**src/hw/positioner_map.svh**
```systemverilog
`ifndef POSITIONER_MAP_SVH
`define POSITIONER_MAP_SVH

// Parameter indices of the run command and positioning-values groups
`define IDX_CMD_GUARD 8'h6d
`define IDX_CMD_WORD 8'h6e
`define IDX_TGT_GUARD 8'h6f
`define IDX_TARGET 8'h70
`define IDX_ROTATION 8'h73
`define IDX_SCALE_NUM 8'h74
`define IDX_SCALE_DEN 8'h75
`define IDX_REF_GUARD 8'h76
`define IDX_REF_OFFSET 8'h77

// Reset values
`define RST_GUARD 8'h00
`define RST_CMD_WORD 16'h0000
`define RST_TARGET 32'h00000000
`define RST_ROTATION 8'h00
`define RST_SCALE 16'h0190
`define RST_REF_OFFSET 32'h00000000

// Command word bit positions
`define CMD_BIT_JOG_UP 0
`define CMD_BIT_JOG_DOWN 1
`define CMD_BIT_TAKE_TARGET 2
`define CMD_BIT_RELEASE 4
`define CMD_BIT_NO_LOOP 6
`define CMD_PSET_LSB 8
`define CMD_PSET_MSB 9
`define CMD_BIT_TOGGLE 13
`define CMD_BIT_ERR_ACK 14
`define CMD_DEFINED_MASK 16'h6357

// Value limits
`define GUARD_MAX 32'h00000001
`define ROTATION_MAX 32'h00000001
`define SCALE_MIN 32'h00000001
`define SCALE_MAX 32'h00002710
`define POS_MIN 32'h80000001
`define POS_MAX 32'h7fffffff

`endif

```
**src/hw/positioner_pkg.sv**
```systemverilog
package positioner_pkg;

    // What a parameter write does to its target register
    typedef enum logic [1:0] {
        wr_store,
        wr_suppress,
        wr_refuse
    } wr_outcome_t;

    typedef logic [7:0] param_index_t;

    // Shifts a raw position by the referencing offset; wraps on overflow
    function automatic logic [31:0] add_offset(
        input logic [31:0] pos,
        input logic [31:0] ofs
    );
        return pos + ofs;
    endfunction

endpackage

```
**src/hw/guard_flag.sv**
```systemverilog
`timescale 1ns/10ps
`default_nettype none
`include "positioner_map.svh"

// One write-guard flag: 8 bits wide, holds 0 or 1 only
module guard_flag (
    input wire logic clk,
    input wire logic rstn,
    input wire logic wr_en,
    input wire logic [31:0] wdata,
    output logic value_ok,
    output logic is_open,
    output logic [7:0] flag_r
);

    // Only 0 and 1 are legal; anything else is refused
    assign value_ok = (wdata <= `GUARD_MAX);
    assign is_open = (flag_r != `RST_GUARD);

    // Flag storage, closed after reset
    always_ff @(posedge clk or negedge rstn) begin
        if (!rstn) begin
            flag_r <= `RST_GUARD;
        end else if (wr_en && value_ok) begin
            flag_r <= wdata[7:0];
        end
    end

endmodule

`default_nettype wire

```
**src/hw/limit_check.sv**
```systemverilog
`timescale 1ns/10ps
`default_nettype none

// Signed inclusive range check shared by several parameters
module limit_check (
    input wire logic [31:0] value,
    input wire logic [31:0] lo,
    input wire logic [31:0] hi,
    output logic in_range
);

    // Compare as two's complement so negative values fail a positive floor
    assign in_range = ($signed(value) >= $signed(lo)) &&
                      ($signed(value) <= $signed(hi));

endmodule

`default_nettype wire

```
**src/hw/positioner_run_command_params.sv**
```systemverilog
`timescale 1ns/10ps
`default_nettype none
`include "positioner_map.svh"

module positioner_run_command_params #(
    parameter logic has_pset_option = 1'b1
) (
    input wire logic clk,
    input wire logic rstn,
    // Indexed parameter service
    input wire logic req_valid,
    input wire logic req_write,
    input wire logic [7:0] req_index,
    input wire logic [31:0] req_wdata,
    output logic resp_valid,
    output logic resp_ok,
    output logic [31:0] resp_rdata,
    // Cyclic process data
    input wire logic pd_target_valid,
    input wire logic [31:0] pd_target,
    // Drive state
    input wire logic axis_still,
    input wire logic [31:0] actual_raw,
    // Controls toward the motion core
    output logic jog_up,
    output logic jog_down,
    output logic drive_enable,
    output logic no_loop,
    output logic [1:0] param_set,
    output logic toggle_bit,
    output logic error_ack,
    output logic rotation_ccw,
    output logic [15:0] scale_num,
    output logic [15:0] scale_den,
    output logic [31:0] target_abs,
    output logic [31:0] actual_pos
);

    // Stored parameters
    logic [15:0] cmd_word_r, scale_num_r, scale_den_r;
    logic [31:0] target_r, ref_offset_r;
    logic [7:0] rotation_r, cmd_guard_r, tgt_guard_r, ref_guard_r;

    // Guard status
    logic cmd_guard_ok, tgt_guard_ok, ref_guard_ok;
    logic cmd_open, tgt_open, ref_open;

    // Range checks
    logic wr_pos_ok, pd_pos_ok, scale_ok, small_ok;

    // Decoded access
    logic wr_req, mapped, pd_take;
    positioner_pkg::wr_outcome_t outcome;
    logic [31:0] rd_value;

    assign wr_req = req_valid && req_write;

    // Guard flags, written straight from the service port
    guard_flag u_cmd_guard (
        .clk(clk), .rstn(rstn), .wdata(req_wdata),
        .wr_en(wr_req && (req_index == `IDX_CMD_GUARD)),
        .value_ok(cmd_guard_ok), .is_open(cmd_open), .flag_r(cmd_guard_r)
    );

    guard_flag u_tgt_guard (
        .clk(clk), .rstn(rstn), .wdata(req_wdata),
        .wr_en(wr_req && (req_index == `IDX_TGT_GUARD)),
        .value_ok(tgt_guard_ok), .is_open(tgt_open), .flag_r(tgt_guard_r)
    );

    guard_flag u_ref_guard (
        .clk(clk), .rstn(rstn), .wdata(req_wdata),
        .wr_en(wr_req && (req_index == `IDX_REF_GUARD)),
        .value_ok(ref_guard_ok), .is_open(ref_open), .flag_r(ref_guard_r)
    );

    limit_check u_wr_pos_chk (
        .value(req_wdata), .lo(`POS_MIN), .hi(`POS_MAX),
        .in_range(wr_pos_ok)
    );

    // Process data gets its own check, it may arrive with a service write
    limit_check u_pd_pos_chk (
        .value(pd_target), .lo(`POS_MIN), .hi(`POS_MAX),
        .in_range(pd_pos_ok)
    );

    limit_check u_scale_chk (
        .value(req_wdata), .lo(`SCALE_MIN), .hi(`SCALE_MAX),
        .in_range(scale_ok)
    );

    // rotation sense is 0 or 1 only
    assign small_ok = (req_wdata <= `ROTATION_MAX);

    // Decide what a write does; guards are looked at before standstill
    always_comb begin
        outcome = positioner_pkg::wr_refuse;
        case (req_index)
            `IDX_CMD_GUARD: begin
                if (cmd_guard_ok) begin
                    outcome = positioner_pkg::wr_store;
                end
            end
            `IDX_CMD_WORD: begin
                // closed guard drops the command write
                if (!cmd_open) begin
                    outcome = positioner_pkg::wr_suppress;
                end else begin
                    outcome = positioner_pkg::wr_store;
                end
            end
            `IDX_TGT_GUARD: begin
                if (tgt_guard_ok) begin
                    outcome = positioner_pkg::wr_store;
                end
            end
            `IDX_TARGET: begin
                // closed guard drops the service write; process data can still load the target
                if (!tgt_open) begin
                    outcome = positioner_pkg::wr_suppress;
                end else if (wr_pos_ok) begin
                    outcome = positioner_pkg::wr_store;
                end
            end
            `IDX_ROTATION: begin
                if (axis_still && small_ok) begin
                    outcome = positioner_pkg::wr_store;
                end
            end
            `IDX_SCALE_NUM: begin
                if (scale_ok) begin
                    outcome = positioner_pkg::wr_store;
                end
            end
            `IDX_SCALE_DEN: begin
                if (axis_still && scale_ok) begin
                    outcome = positioner_pkg::wr_store;
                end
            end
            `IDX_REF_GUARD: begin
                if (ref_guard_ok) begin
                    outcome = positioner_pkg::wr_store;
                end
            end
            `IDX_REF_OFFSET: begin
                // closed guard drops the referencing write
                if (!ref_open) begin
                    outcome = positioner_pkg::wr_suppress;
                end else if (axis_still && wr_pos_ok) begin
                    outcome = positioner_pkg::wr_store;
                end
            end
            default: begin
                outcome = positioner_pkg::wr_refuse;
            end
        endcase
    end

    // Command word; undefined bits are dropped so they read back as zero
    always_ff @(posedge clk or negedge rstn) begin
        if (!rstn) begin
            cmd_word_r <= `RST_CMD_WORD;
        end else if (wr_req && (req_index == `IDX_CMD_WORD) &&
                     (outcome == positioner_pkg::wr_store)) begin
            // reserved bits masked in case the master sets them
            cmd_word_r <= req_wdata[15:0] & `CMD_DEFINED_MASK;
        end
    end

    // process-data target only with transfer bit set
    assign pd_take = pd_target_valid && pd_pos_ok &&
                     cmd_word_r[`CMD_BIT_TAKE_TARGET];

    // Target position; a service write wins over process data
    always_ff @(posedge clk or negedge rstn) begin
        if (!rstn) begin
            target_r <= `RST_TARGET;
        end else if (wr_req && (req_index == `IDX_TARGET) &&
                     (outcome == positioner_pkg::wr_store)) begin
            // signed 32-bit target, not backed up
            target_r <= req_wdata;
        end else if (pd_take) begin
            target_r <= pd_target;
        end
    end

    // Positioning values
    always_ff @(posedge clk or negedge rstn) begin
        if (!rstn) begin
            rotation_r <= `RST_ROTATION;
            scale_num_r <= `RST_SCALE;
            scale_den_r <= `RST_SCALE;
            ref_offset_r <= `RST_REF_OFFSET;
        end else if (wr_req && (outcome == positioner_pkg::wr_store)) begin
            case (req_index)
                `IDX_ROTATION: rotation_r <= req_wdata[7:0];
                // scaling factors within 1 to 10000
                `IDX_SCALE_NUM: scale_num_r <= req_wdata[15:0];
                `IDX_SCALE_DEN: scale_den_r <= req_wdata[15:0];
                `IDX_REF_OFFSET: ref_offset_r <= req_wdata;
                default: begin
                end
            endcase
        end
    end

    // Read-back of every mapped parameter
    always_comb begin
        rd_value = 32'h00000000;
        mapped = 1'b1;
        case (req_index)
            `IDX_CMD_GUARD: rd_value = {24'h000000, cmd_guard_r};
            `IDX_CMD_WORD: rd_value = {16'h0000, cmd_word_r};
            `IDX_TGT_GUARD: rd_value = {24'h000000, tgt_guard_r};
            `IDX_TARGET: rd_value = target_r;
            `IDX_ROTATION: rd_value = {24'h000000, rotation_r};
            `IDX_SCALE_NUM: rd_value = {16'h0000, scale_num_r};
            `IDX_SCALE_DEN: rd_value = {16'h0000, scale_den_r};
            `IDX_REF_GUARD: rd_value = {24'h000000, ref_guard_r};
            `IDX_REF_OFFSET: rd_value = ref_offset_r;
            default: mapped = 1'b0;
        endcase
    end

    // Answer one cycle after each request; a suppressed write still
    // completes, so the master cannot tell it from a stored one
    always_ff @(posedge clk or negedge rstn) begin
        if (!rstn) begin
            resp_valid <= 1'b0;
            resp_ok <= 1'b0;
            resp_rdata <= 32'h00000000;
        end else begin
            resp_valid <= req_valid;
            if (!req_valid) begin
                resp_ok <= 1'b0;
                resp_rdata <= 32'h00000000;
            end else if (req_write) begin
                resp_ok <= (outcome != positioner_pkg::wr_refuse);
                resp_rdata <= 32'h00000000;
            end else begin
                resp_ok <= mapped;
                resp_rdata <= rd_value;
            end
        end
    end

    // Motion controls from the command word
    always_ff @(posedge clk or negedge rstn) begin
        if (!rstn) begin
            drive_enable <= 1'b0;
            jog_up <= 1'b0;
            jog_down <= 1'b0;
            no_loop <= 1'b0;
        end else begin
            drive_enable <= cmd_word_r[`CMD_BIT_RELEASE];
            // opposing jog requests cancel rather than fight
            jog_up <= cmd_word_r[`CMD_BIT_RELEASE] &&
                      cmd_word_r[`CMD_BIT_JOG_UP] &&
                      !cmd_word_r[`CMD_BIT_JOG_DOWN];
            jog_down <= cmd_word_r[`CMD_BIT_RELEASE] &&
                        cmd_word_r[`CMD_BIT_JOG_DOWN] &&
                        !cmd_word_r[`CMD_BIT_JOG_UP];
            no_loop <= cmd_word_r[`CMD_BIT_NO_LOOP];
        end
    end

    // Handshake and set selection bits
    always_ff @(posedge clk or negedge rstn) begin
        if (!rstn) begin
            param_set <= 2'b00;
            toggle_bit <= 1'b0;
            error_ack <= 1'b0;
        end else begin
            // set 0 stays active without the changeover option
            param_set <= has_pset_option ?
                cmd_word_r[`CMD_PSET_MSB:`CMD_PSET_LSB] : 2'b00;
            toggle_bit <= cmd_word_r[`CMD_BIT_TOGGLE];
            error_ack <= cmd_word_r[`CMD_BIT_ERR_ACK];
        end
    end

    // Scaling and direction toward the position core
    always_ff @(posedge clk or negedge rstn) begin
        if (!rstn) begin
            rotation_ccw <= 1'b0;
            scale_num <= `RST_SCALE;
            scale_den <= `RST_SCALE;
        end else begin
            rotation_ccw <= rotation_r[0];
            // denominator carries pitch over resolution at num 400
            scale_num <= scale_num_r;
            scale_den <= scale_den_r;
        end
    end

    // Offset-corrected positions, registered to cut the adder path
    always_ff @(posedge clk or negedge rstn) begin
        if (!rstn) begin
            target_abs <= 32'h00000000;
            actual_pos <= 32'h00000000;
        end else begin
            // referencing offset on target and actual values
            target_abs <= positioner_pkg::add_offset(target_r, ref_offset_r);
            actual_pos <= positioner_pkg::add_offset(actual_raw, ref_offset_r);
        end
    end

endmodule

`default_nettype wire

```
**config.mk**
```make
export PLATFORM = sky130hd
export DESIGN_NAME = positioner_run_command_params
export DESIGN_NICKNAME = d
export VERILOG_FILES = /design/src/hw/positioner_pkg.sv /design/src/hw/guard_flag.sv /design/src/hw/limit_check.sv /design/src/hw/positioner_run_command_params.sv
export VERILOG_INCLUDE_DIRS = /design/src /design/src/hw
export SDC_FILE = /design/constraint.sdc
export NUM_CORES = 1
export LEC_CHECK = 0
export BUFFER_PORTS_ARGS = -buffer_cell sky130_fd_sc_hd__buf_2
export CAP_MARGIN = 20
export CORE_UTILIZATION = 64
export DETAILED_ROUTE_END_ITERATION = 8
export PLACE_DENSITY = 0.87
export SYNTH_ARGS = -nofsm -noshare
export SYNTH_HDL_FRONTEND = slang
export SYNTH_HIERARCHICAL = 1
export SYNTH_SLANG_ARGS = --single-unit
export TNS_END_PERCENT = 50
```
**constraint.sdc**
```tcl
create_clock -name clk -period 4.2 [get_ports clk]
set_input_delay 0.21 -clock clk [delete_from_list [all_inputs] [get_ports clk]]
set_output_delay 0.21 -clock clk [all_outputs]
set_load 0.01 [all_outputs]
```
Yosys cells after proc, flatten, opt, wreduce, memory -nomap -nowiden --
Index checks and enable logic that the tools add are counted. W data, S select, Z words.
Storage, ports and cells: flip-flop bits (word level) 276, output and inout bits 139, word-level logic and storage cells 98
Cells by class: add/subtract/negate cells 2, magnitude comparators 7, equality and inequality tests 10, multiplexer cells 18, reductions and logical operators 37
Operators with widths (number):
- $pmux W32 S9 | 1
- $mux W32 | 4
- $eq A8 B7 Y1 const B | 9
- $add A32 B32 Y32 | 2
- $ge A32 B32 Y1 const B | 2
- $le A32 B32 Y1 const B | 2
- $ge A32 B2 Y1 const B | 1
- $le A32 B1 Y1 const B | 1
- $le A32 B15 Y1 const B | 1
- $logic_and A1 B1 Y1 | 24
- $reduce_bool A8 Y1 | 3
- $mux W2 | 8
- $pmux W2 S7 | 1
- $reduce_or A9 Y1 | 1
- $reduce_and A2 Y1 | 4
- $mux W1 | 4
- $reduce_or A3 Y1 | 1
- $logic_not A1 Y1 | 2
- $logic_not A2 Y1 | 1
- $ne A2 B2 Y1 const B | 1
- $reduce_bool A2 Y1 | 1

Longest topological paths before layout --
depth after elaboration 9, depth in mapped cells 17, depth with buffers taken out 16

Hierarchy --
The synthesis kept the hierarchy.
Modules (own cells, without submodules):
- positioner_run_command_params | instances 1, cells each 1110, area each 12465.7 um2, sequential area each 6321.1 um2
- limit_check | instances 3, cells each 226, area each 1681.6 um2, sequential area each 0.0 um2
- guard_flag | instances 3, cells each 32, area each 377.9 um2, sequential area each 200.2 um2

Worst setup path after synthesis --
No wires, ideal clock.
kind in2reg, start point input req_wdata[14], end point register ref_offset_r[21], arrival time 3.084 ns, path slack 0.991 ns, cell stages on the path 15, buffers on the path 1, path through ha_1 -> nand4_2 -> nor4_2 -> a21boi_2 -> o41ai_1 -> o2111a_1 -> nor4b_2 -> inv_1 -> a21boi_0 -> o32a_1 -> o221ai_2 -> nor3_4 -> nand2_4 -> buf_6 -> mux2_4
On the way: longest elaborated chain between the ends 9, elaborated cells on any way between the ends 22
RTL lines:
- start: declaration | RTL line positioner_run_command_params.sv:14 | input wire logic [31:0] req_wdata,
- $ge A32 B32 Y1 / $le A32 B32 Y1 (equally long branches) | RTL line limit_check.sv:13, limit_check.sv:14
- $logic_and A1 B1 Y1 * | RTL line limit_check.sv:13 | assign in_range = ($signed(value) >= $signed(lo)) &&
- named net wr_pos_ok | RTL line positioner_run_command_params.sv:49 | logic wr_pos_ok, pd_pos_ok, scale_ok, small_ok;
- $logic_and A1 B1 Y1 | RTL line positioner_run_command_params.sv:150 | end else if (axis_still && wr_pos_ok) begin
- $mux W2 | RTL line positioner_run_command_params.sv:150
- $mux W2 | RTL line positioner_run_command_params.sv:148 | if (!ref_open) begin
- $pmux W2 S7 * | RTL line positioner_run_command_params.sv:99 | case (req_index)
- $logic_not A2 Y1 * | RTL line positioner_run_command_params.sv:195 | end else if (wr_req && (outcome == positioner_pkg::wr_store)) begin
- $logic_and A1 B1 Y1 * | RTL line positioner_run_command_params.sv:195
- $reduce_and A2 Y1 (no line) *
- end signal: assignment | RTL line positioner_run_command_params.sv:194 | ref_offset_r <= `RST_REF_OFFSET;
- end signal: assignment | RTL line positioner_run_command_params.sv:201 | `IDX_REF_OFFSET: ref_offset_r <= req_wdata;
- end: declaration | RTL line positioner_run_command_params.sv:41 | logic [31:0] target_r, ref_offset_r;
The timed path passes the listed nets; every way through them passes the cells marked *. A chain may end at the register's enable or synchronous reset.

Final worst setup path --
start point input req_wdata[14], end point register scale_den_r[11]
On the way: longest elaborated chain between the ends 9, elaborated cells on any way between the ends 22
RTL lines:
- $ge A32 B32 Y1 / $le A32 B32 Y1 (equally long branches) | RTL line limit_check.sv:13, limit_check.sv:14
- $logic_and A1 B1 Y1 * | RTL line limit_check.sv:13
- named net wr_pos_ok | RTL line positioner_run_command_params.sv:49
- $logic_and A1 B1 Y1 | RTL line positioner_run_command_params.sv:150
- $mux W2 | RTL line positioner_run_command_params.sv:150
- $mux W2 | RTL line positioner_run_command_params.sv:148
- $pmux W2 S7 * | RTL line positioner_run_command_params.sv:99
- $logic_not A2 Y1 * | RTL line positioner_run_command_params.sv:195
- $logic_and A1 B1 Y1 * | RTL line positioner_run_command_params.sv:195
- $reduce_and A2 Y1 (no line) *
- end signal: assignment | RTL line positioner_run_command_params.sv:193 | scale_den_r <= `RST_SCALE;
- end signal: assignment | RTL line positioner_run_command_params.sv:200 | `IDX_SCALE_DEN: scale_den_r <= req_wdata[15:0];
- end: declaration | RTL line positioner_run_command_params.sv:40 | logic [15:0] cmd_word_r, scale_num_r, scale_den_r;
Marked as above.

==> results.yml <==
timing:
  max_slew_margin: 0.296
  tns_ps: 0
  grt_setup_unrepaired: "false"
  tightest_slew_ps: 1050
  fin_worst_skew_ps: 30.4
  period_share: 0.832
  finalHoldViolCount: 0
  finalMaxSlewViolations: 0
  setup_viol_count_final: 0
  fmax_ghz: 0.286
  period_minus_slack_ps: 3500
setup_path:
  worst-r2r-cell-count: 11
  endpoint_kind: "register"
  cp_cell_sequence: "buf_2 -> ha_1 -> nand4_1 -> nor4_1 -> a21boi_1 -> o41a_1 -> nor3_1 -> nor4b_2 -> inv_1 -> a21boi_0 -> o32a_1 -> o221ai_2 -> nor3_4 -> buf_4 -> nand2_4 -> mux2_4"
  start_kind: "input pin"
  critPathTopFamily: "simple AND/OR/NAND/NOR gates"
  cp_slowest_stage_delay_ps: 480
  rr_startpoint: "ref_offset_r[0]$_DFFE_PN0P_"
  slowest_stage: "nor4_1"
  r2r-end: "target_abs[28]$_DFF_PN0_"
  cp.required_ps: 4670
  arrival_ps: 3960
  cp.buffers_inverters: 3
  worstPathMaxFanout: 16
  r2r_setup_slack_ps: 810
  critPathKind: "in -> reg"
synth:
  synth_cell_types: 87
  avgSynthCellArea_um2: 9.90
  yosys_warnings: 6
  synth_cells: 1884
  synth_ff_type: "dfrtp_1"
  synth_edf_count: 0
  ys_ff_latch: 276
  seq_area_frac_synth: 0.371
  async_flop_share: 1.00
  syn_area_mm2: 0.0186
clocking:
  cts_made_buffers: 29
  clk_pin_slew_ps: 70
  cts_tree: "done"
  root_buffer: "clkbuf_16"
  clock_path_buffers: 3
  htreeDepth: 1
  clock_latency_ps: 580
  cts.sinks: 276
  holdBufCountCts: 11
  ctsResizeCount: 0
  postCtsSetupBuffers: 0
final_layout:
  multi_input_area_mm2: 0.0115
  layout_common_cells: "dfrtp_1 (264), ha_1 (254), buf_2 (247), inv_1 (217), conb_1 (192)"
  areaGrowthSynthToFinish_pct: 18.6
  post-route-util: 0.771
  fillers: 1954
  nNetsFinal: 2710
  drive_gt1_frac: 0.198
  mostFrequentLayoutCell: "dfrtp_1"
  regArea_mm2: 0.00692
place:
  port_buffers: 248
  gp_congestion: 0.970
  hpwl_um: 41100
drt:
  post_drt_wl_per_cell_um: 19.8
  first_pass_iters: 8
  via_count: 16600
  drtAntennaViolNets: 0
  vias_per_cell: 6.04
  drc: 0
  totalWireLength_um: 54600
  drt-initial-drc-count: 1332
global_route:
  grt_overflow: 0
  gr-usage-all-layers: 0.362
  grt_max_degree: 117
  antenna_found_initial: 5
  grt_pass1_vias: 16300
  grt_pass1_wl_um: 85400
floorplan:
  die_area_mm2: 0.0298
  initial_core_util: 0.650
  num_rows: 62
  pin_count: 249
  die_w_um: 173
  die_h_um: 173
  core_mm2: 0.0287
worst_hold_path:
  holdPathStages: 3
  min_from: "pd_target[26]"
  hold_path_class: "in -> reg"
  holdPathEnd: "target_r[26]$_DFFE_PN0P_"
power_and_ir_drop:
  p_per_area_mw_per_mm2: 270
  ir_drop_v: 0.000351
  p_leak_nw: 12.0
status:
  status: "finished clean"
job:
  drv_cap: 0
==> power breakdown <==
part	internal [mW]	switching (mW)	leakage, nW	total (mW)
Combinational	0.317	0.527	7.85	0.844
Sequential	2.68	0.00947	3.73	2.69
Clock	1.36	1.07	0.446	2.44
Total	4.36	1.61	12.0	5.97
==> logic make-up (layout without fill, tap and decap cells) <==
| group | Yosys count | in the layout | share of synthesized area |
|---|---|---|---|
| XOR/XNOR | 42 | 42 | 0.0197 |
| AND/OR/NAND/NOR | 456 | 456 | 0.137 |
| AO/OA/AOI/OAI | 476 | 476 | 0.168 |
| multiplexers | 123 | 123 | 0.0770 |
| flip-flops | 276 | 276 | 0.371 |
| adder cells (fa/ha/maj) | 256 | 256 | 0.173 |
| buffers and inverters | 253 | 543 | 0.0536 |
| other | 2 | 196 | 0.000403 |
==> metrics by stage <==
step | worst slack (ps) | total power [mW] | area [um^2] | std cells | hold WS (ps)
final | 704 | 5.97 | 22100 | 2752 | 20.4
after global routing | 510 | 6.19 | 22100 | 2751 | 18.4
after global placement | 379 | 3.50 | 21100 | 2686 | 278
after CTS | 806 | 5.96 | 22100 | 2748 | 2.97
after detailed placement | 211 | 3.54 | 21100 | 2686 | 282
after floorplan | 991 | 3.22 | 19400 | 2074 | -85.6
==> sequential cells by signal, summed over array words and instances, names as in the netlist, 2 cells and up <==
signal	cells
param_set	2
cmd_word_r	9
scale_num	16
target_abs	32
u_ref_guard/flag_r	8
rotation_r	8
u_cmd_guard/flag_r	8
actual_pos	32
scale_den_r	16
scale_num_r	16
u_tgt_guard/flag_r	8
ref_offset_r	32
scale_den	16
target_r	32
resp_rdata	32
==> Yosys cell counts (9+ instances only) <==
cell | n | area, um^2
dfrtp_1 | 264 | 6610
ha_1 | 254 | 3180
inv_1 | 217 | 815
a21oi_1 | 191 | 956
nor2_1 | 115 | 432
nand2_1 | 80 | 300
mux2_2 | 58 | 653
nand4_1 | 54 | 338
a22oi_1 | 47 | 353
nor4_1 | 46 | 288
o21ai_0 | 42 | 210
mux2i_1 | 35 | 350
nand3_1 | 33 | 165
a21o_1 | 29 | 218
o21a_1 | 29 | 218
xnor2_1 | 29 | 254
mux2_4 | 25 | 375
and2b_2 | 21 | 184
clkbuf_1 | 20 | 75.1
nor3_1 | 18 | 90.1
nor2b_1 | 17 | 106
o211ai_1 | 13 | 97.6
xor2_1 | 13 | 114
dfstp_2 | 12 | 315
o21ai_1 | 12 | 60.1
and2_1 | 11 | 68.8
nand2b_1 | 11 | 68.8
a31oi_1 | 10 | 62.6
a211oi_1 | 9 | 67.6
a21boi_0 | 9 | 67.6
==> worst max-delay path by stage <==
stage	cells past startpoint	slack (ps)	end	from
after detailed placement	16	210	scale_den_r[9]$_DFFE_PN0P_	req_wdata[11]
final	16	700	scale_den_r[11]$_DFFE_PN0P_	req_wdata[14]
after floorplan	15	990	ref_offset_r[21]$_DFFE_PN0P_	req_wdata[14]
after global placement	16	380	scale_den_r[11]$_DFFE_PN0P_	req_wdata[11]
after CTS	16	810	scale_den_r[11]$_DFFE_PN0P_	req_wdata[11]
after global routing	16	510	scale_den_r[13]$_DFFE_PN0P_	req_wdata[11]
==> metal layers <==
layer	up-vias	global-route usage	wire (um)
met5	-	0	13
met2	880	0.609	26300
li1	7584	-	-
met3	195	0.0627	4200
met4	2	0.184	2840
met1	7974	0.450	21300
==> tightest hold or removal path, cell delays in order <==
cell     delay (ps)
buf_2           130
mux2i_1         120
a21oi_1          80
==> final cells by class <==
type	instances	share of cell area
antenna	4	0.000452
clock buffer	40	0.0369
clock inverter	11	0.00362
inverter	217	0.0368
multi-input combinational	1545	0.518
sequential	276	0.313
tap	384	0.0217
timing repair buffer	275	0.0698
(Power assumes the default switching activity.)
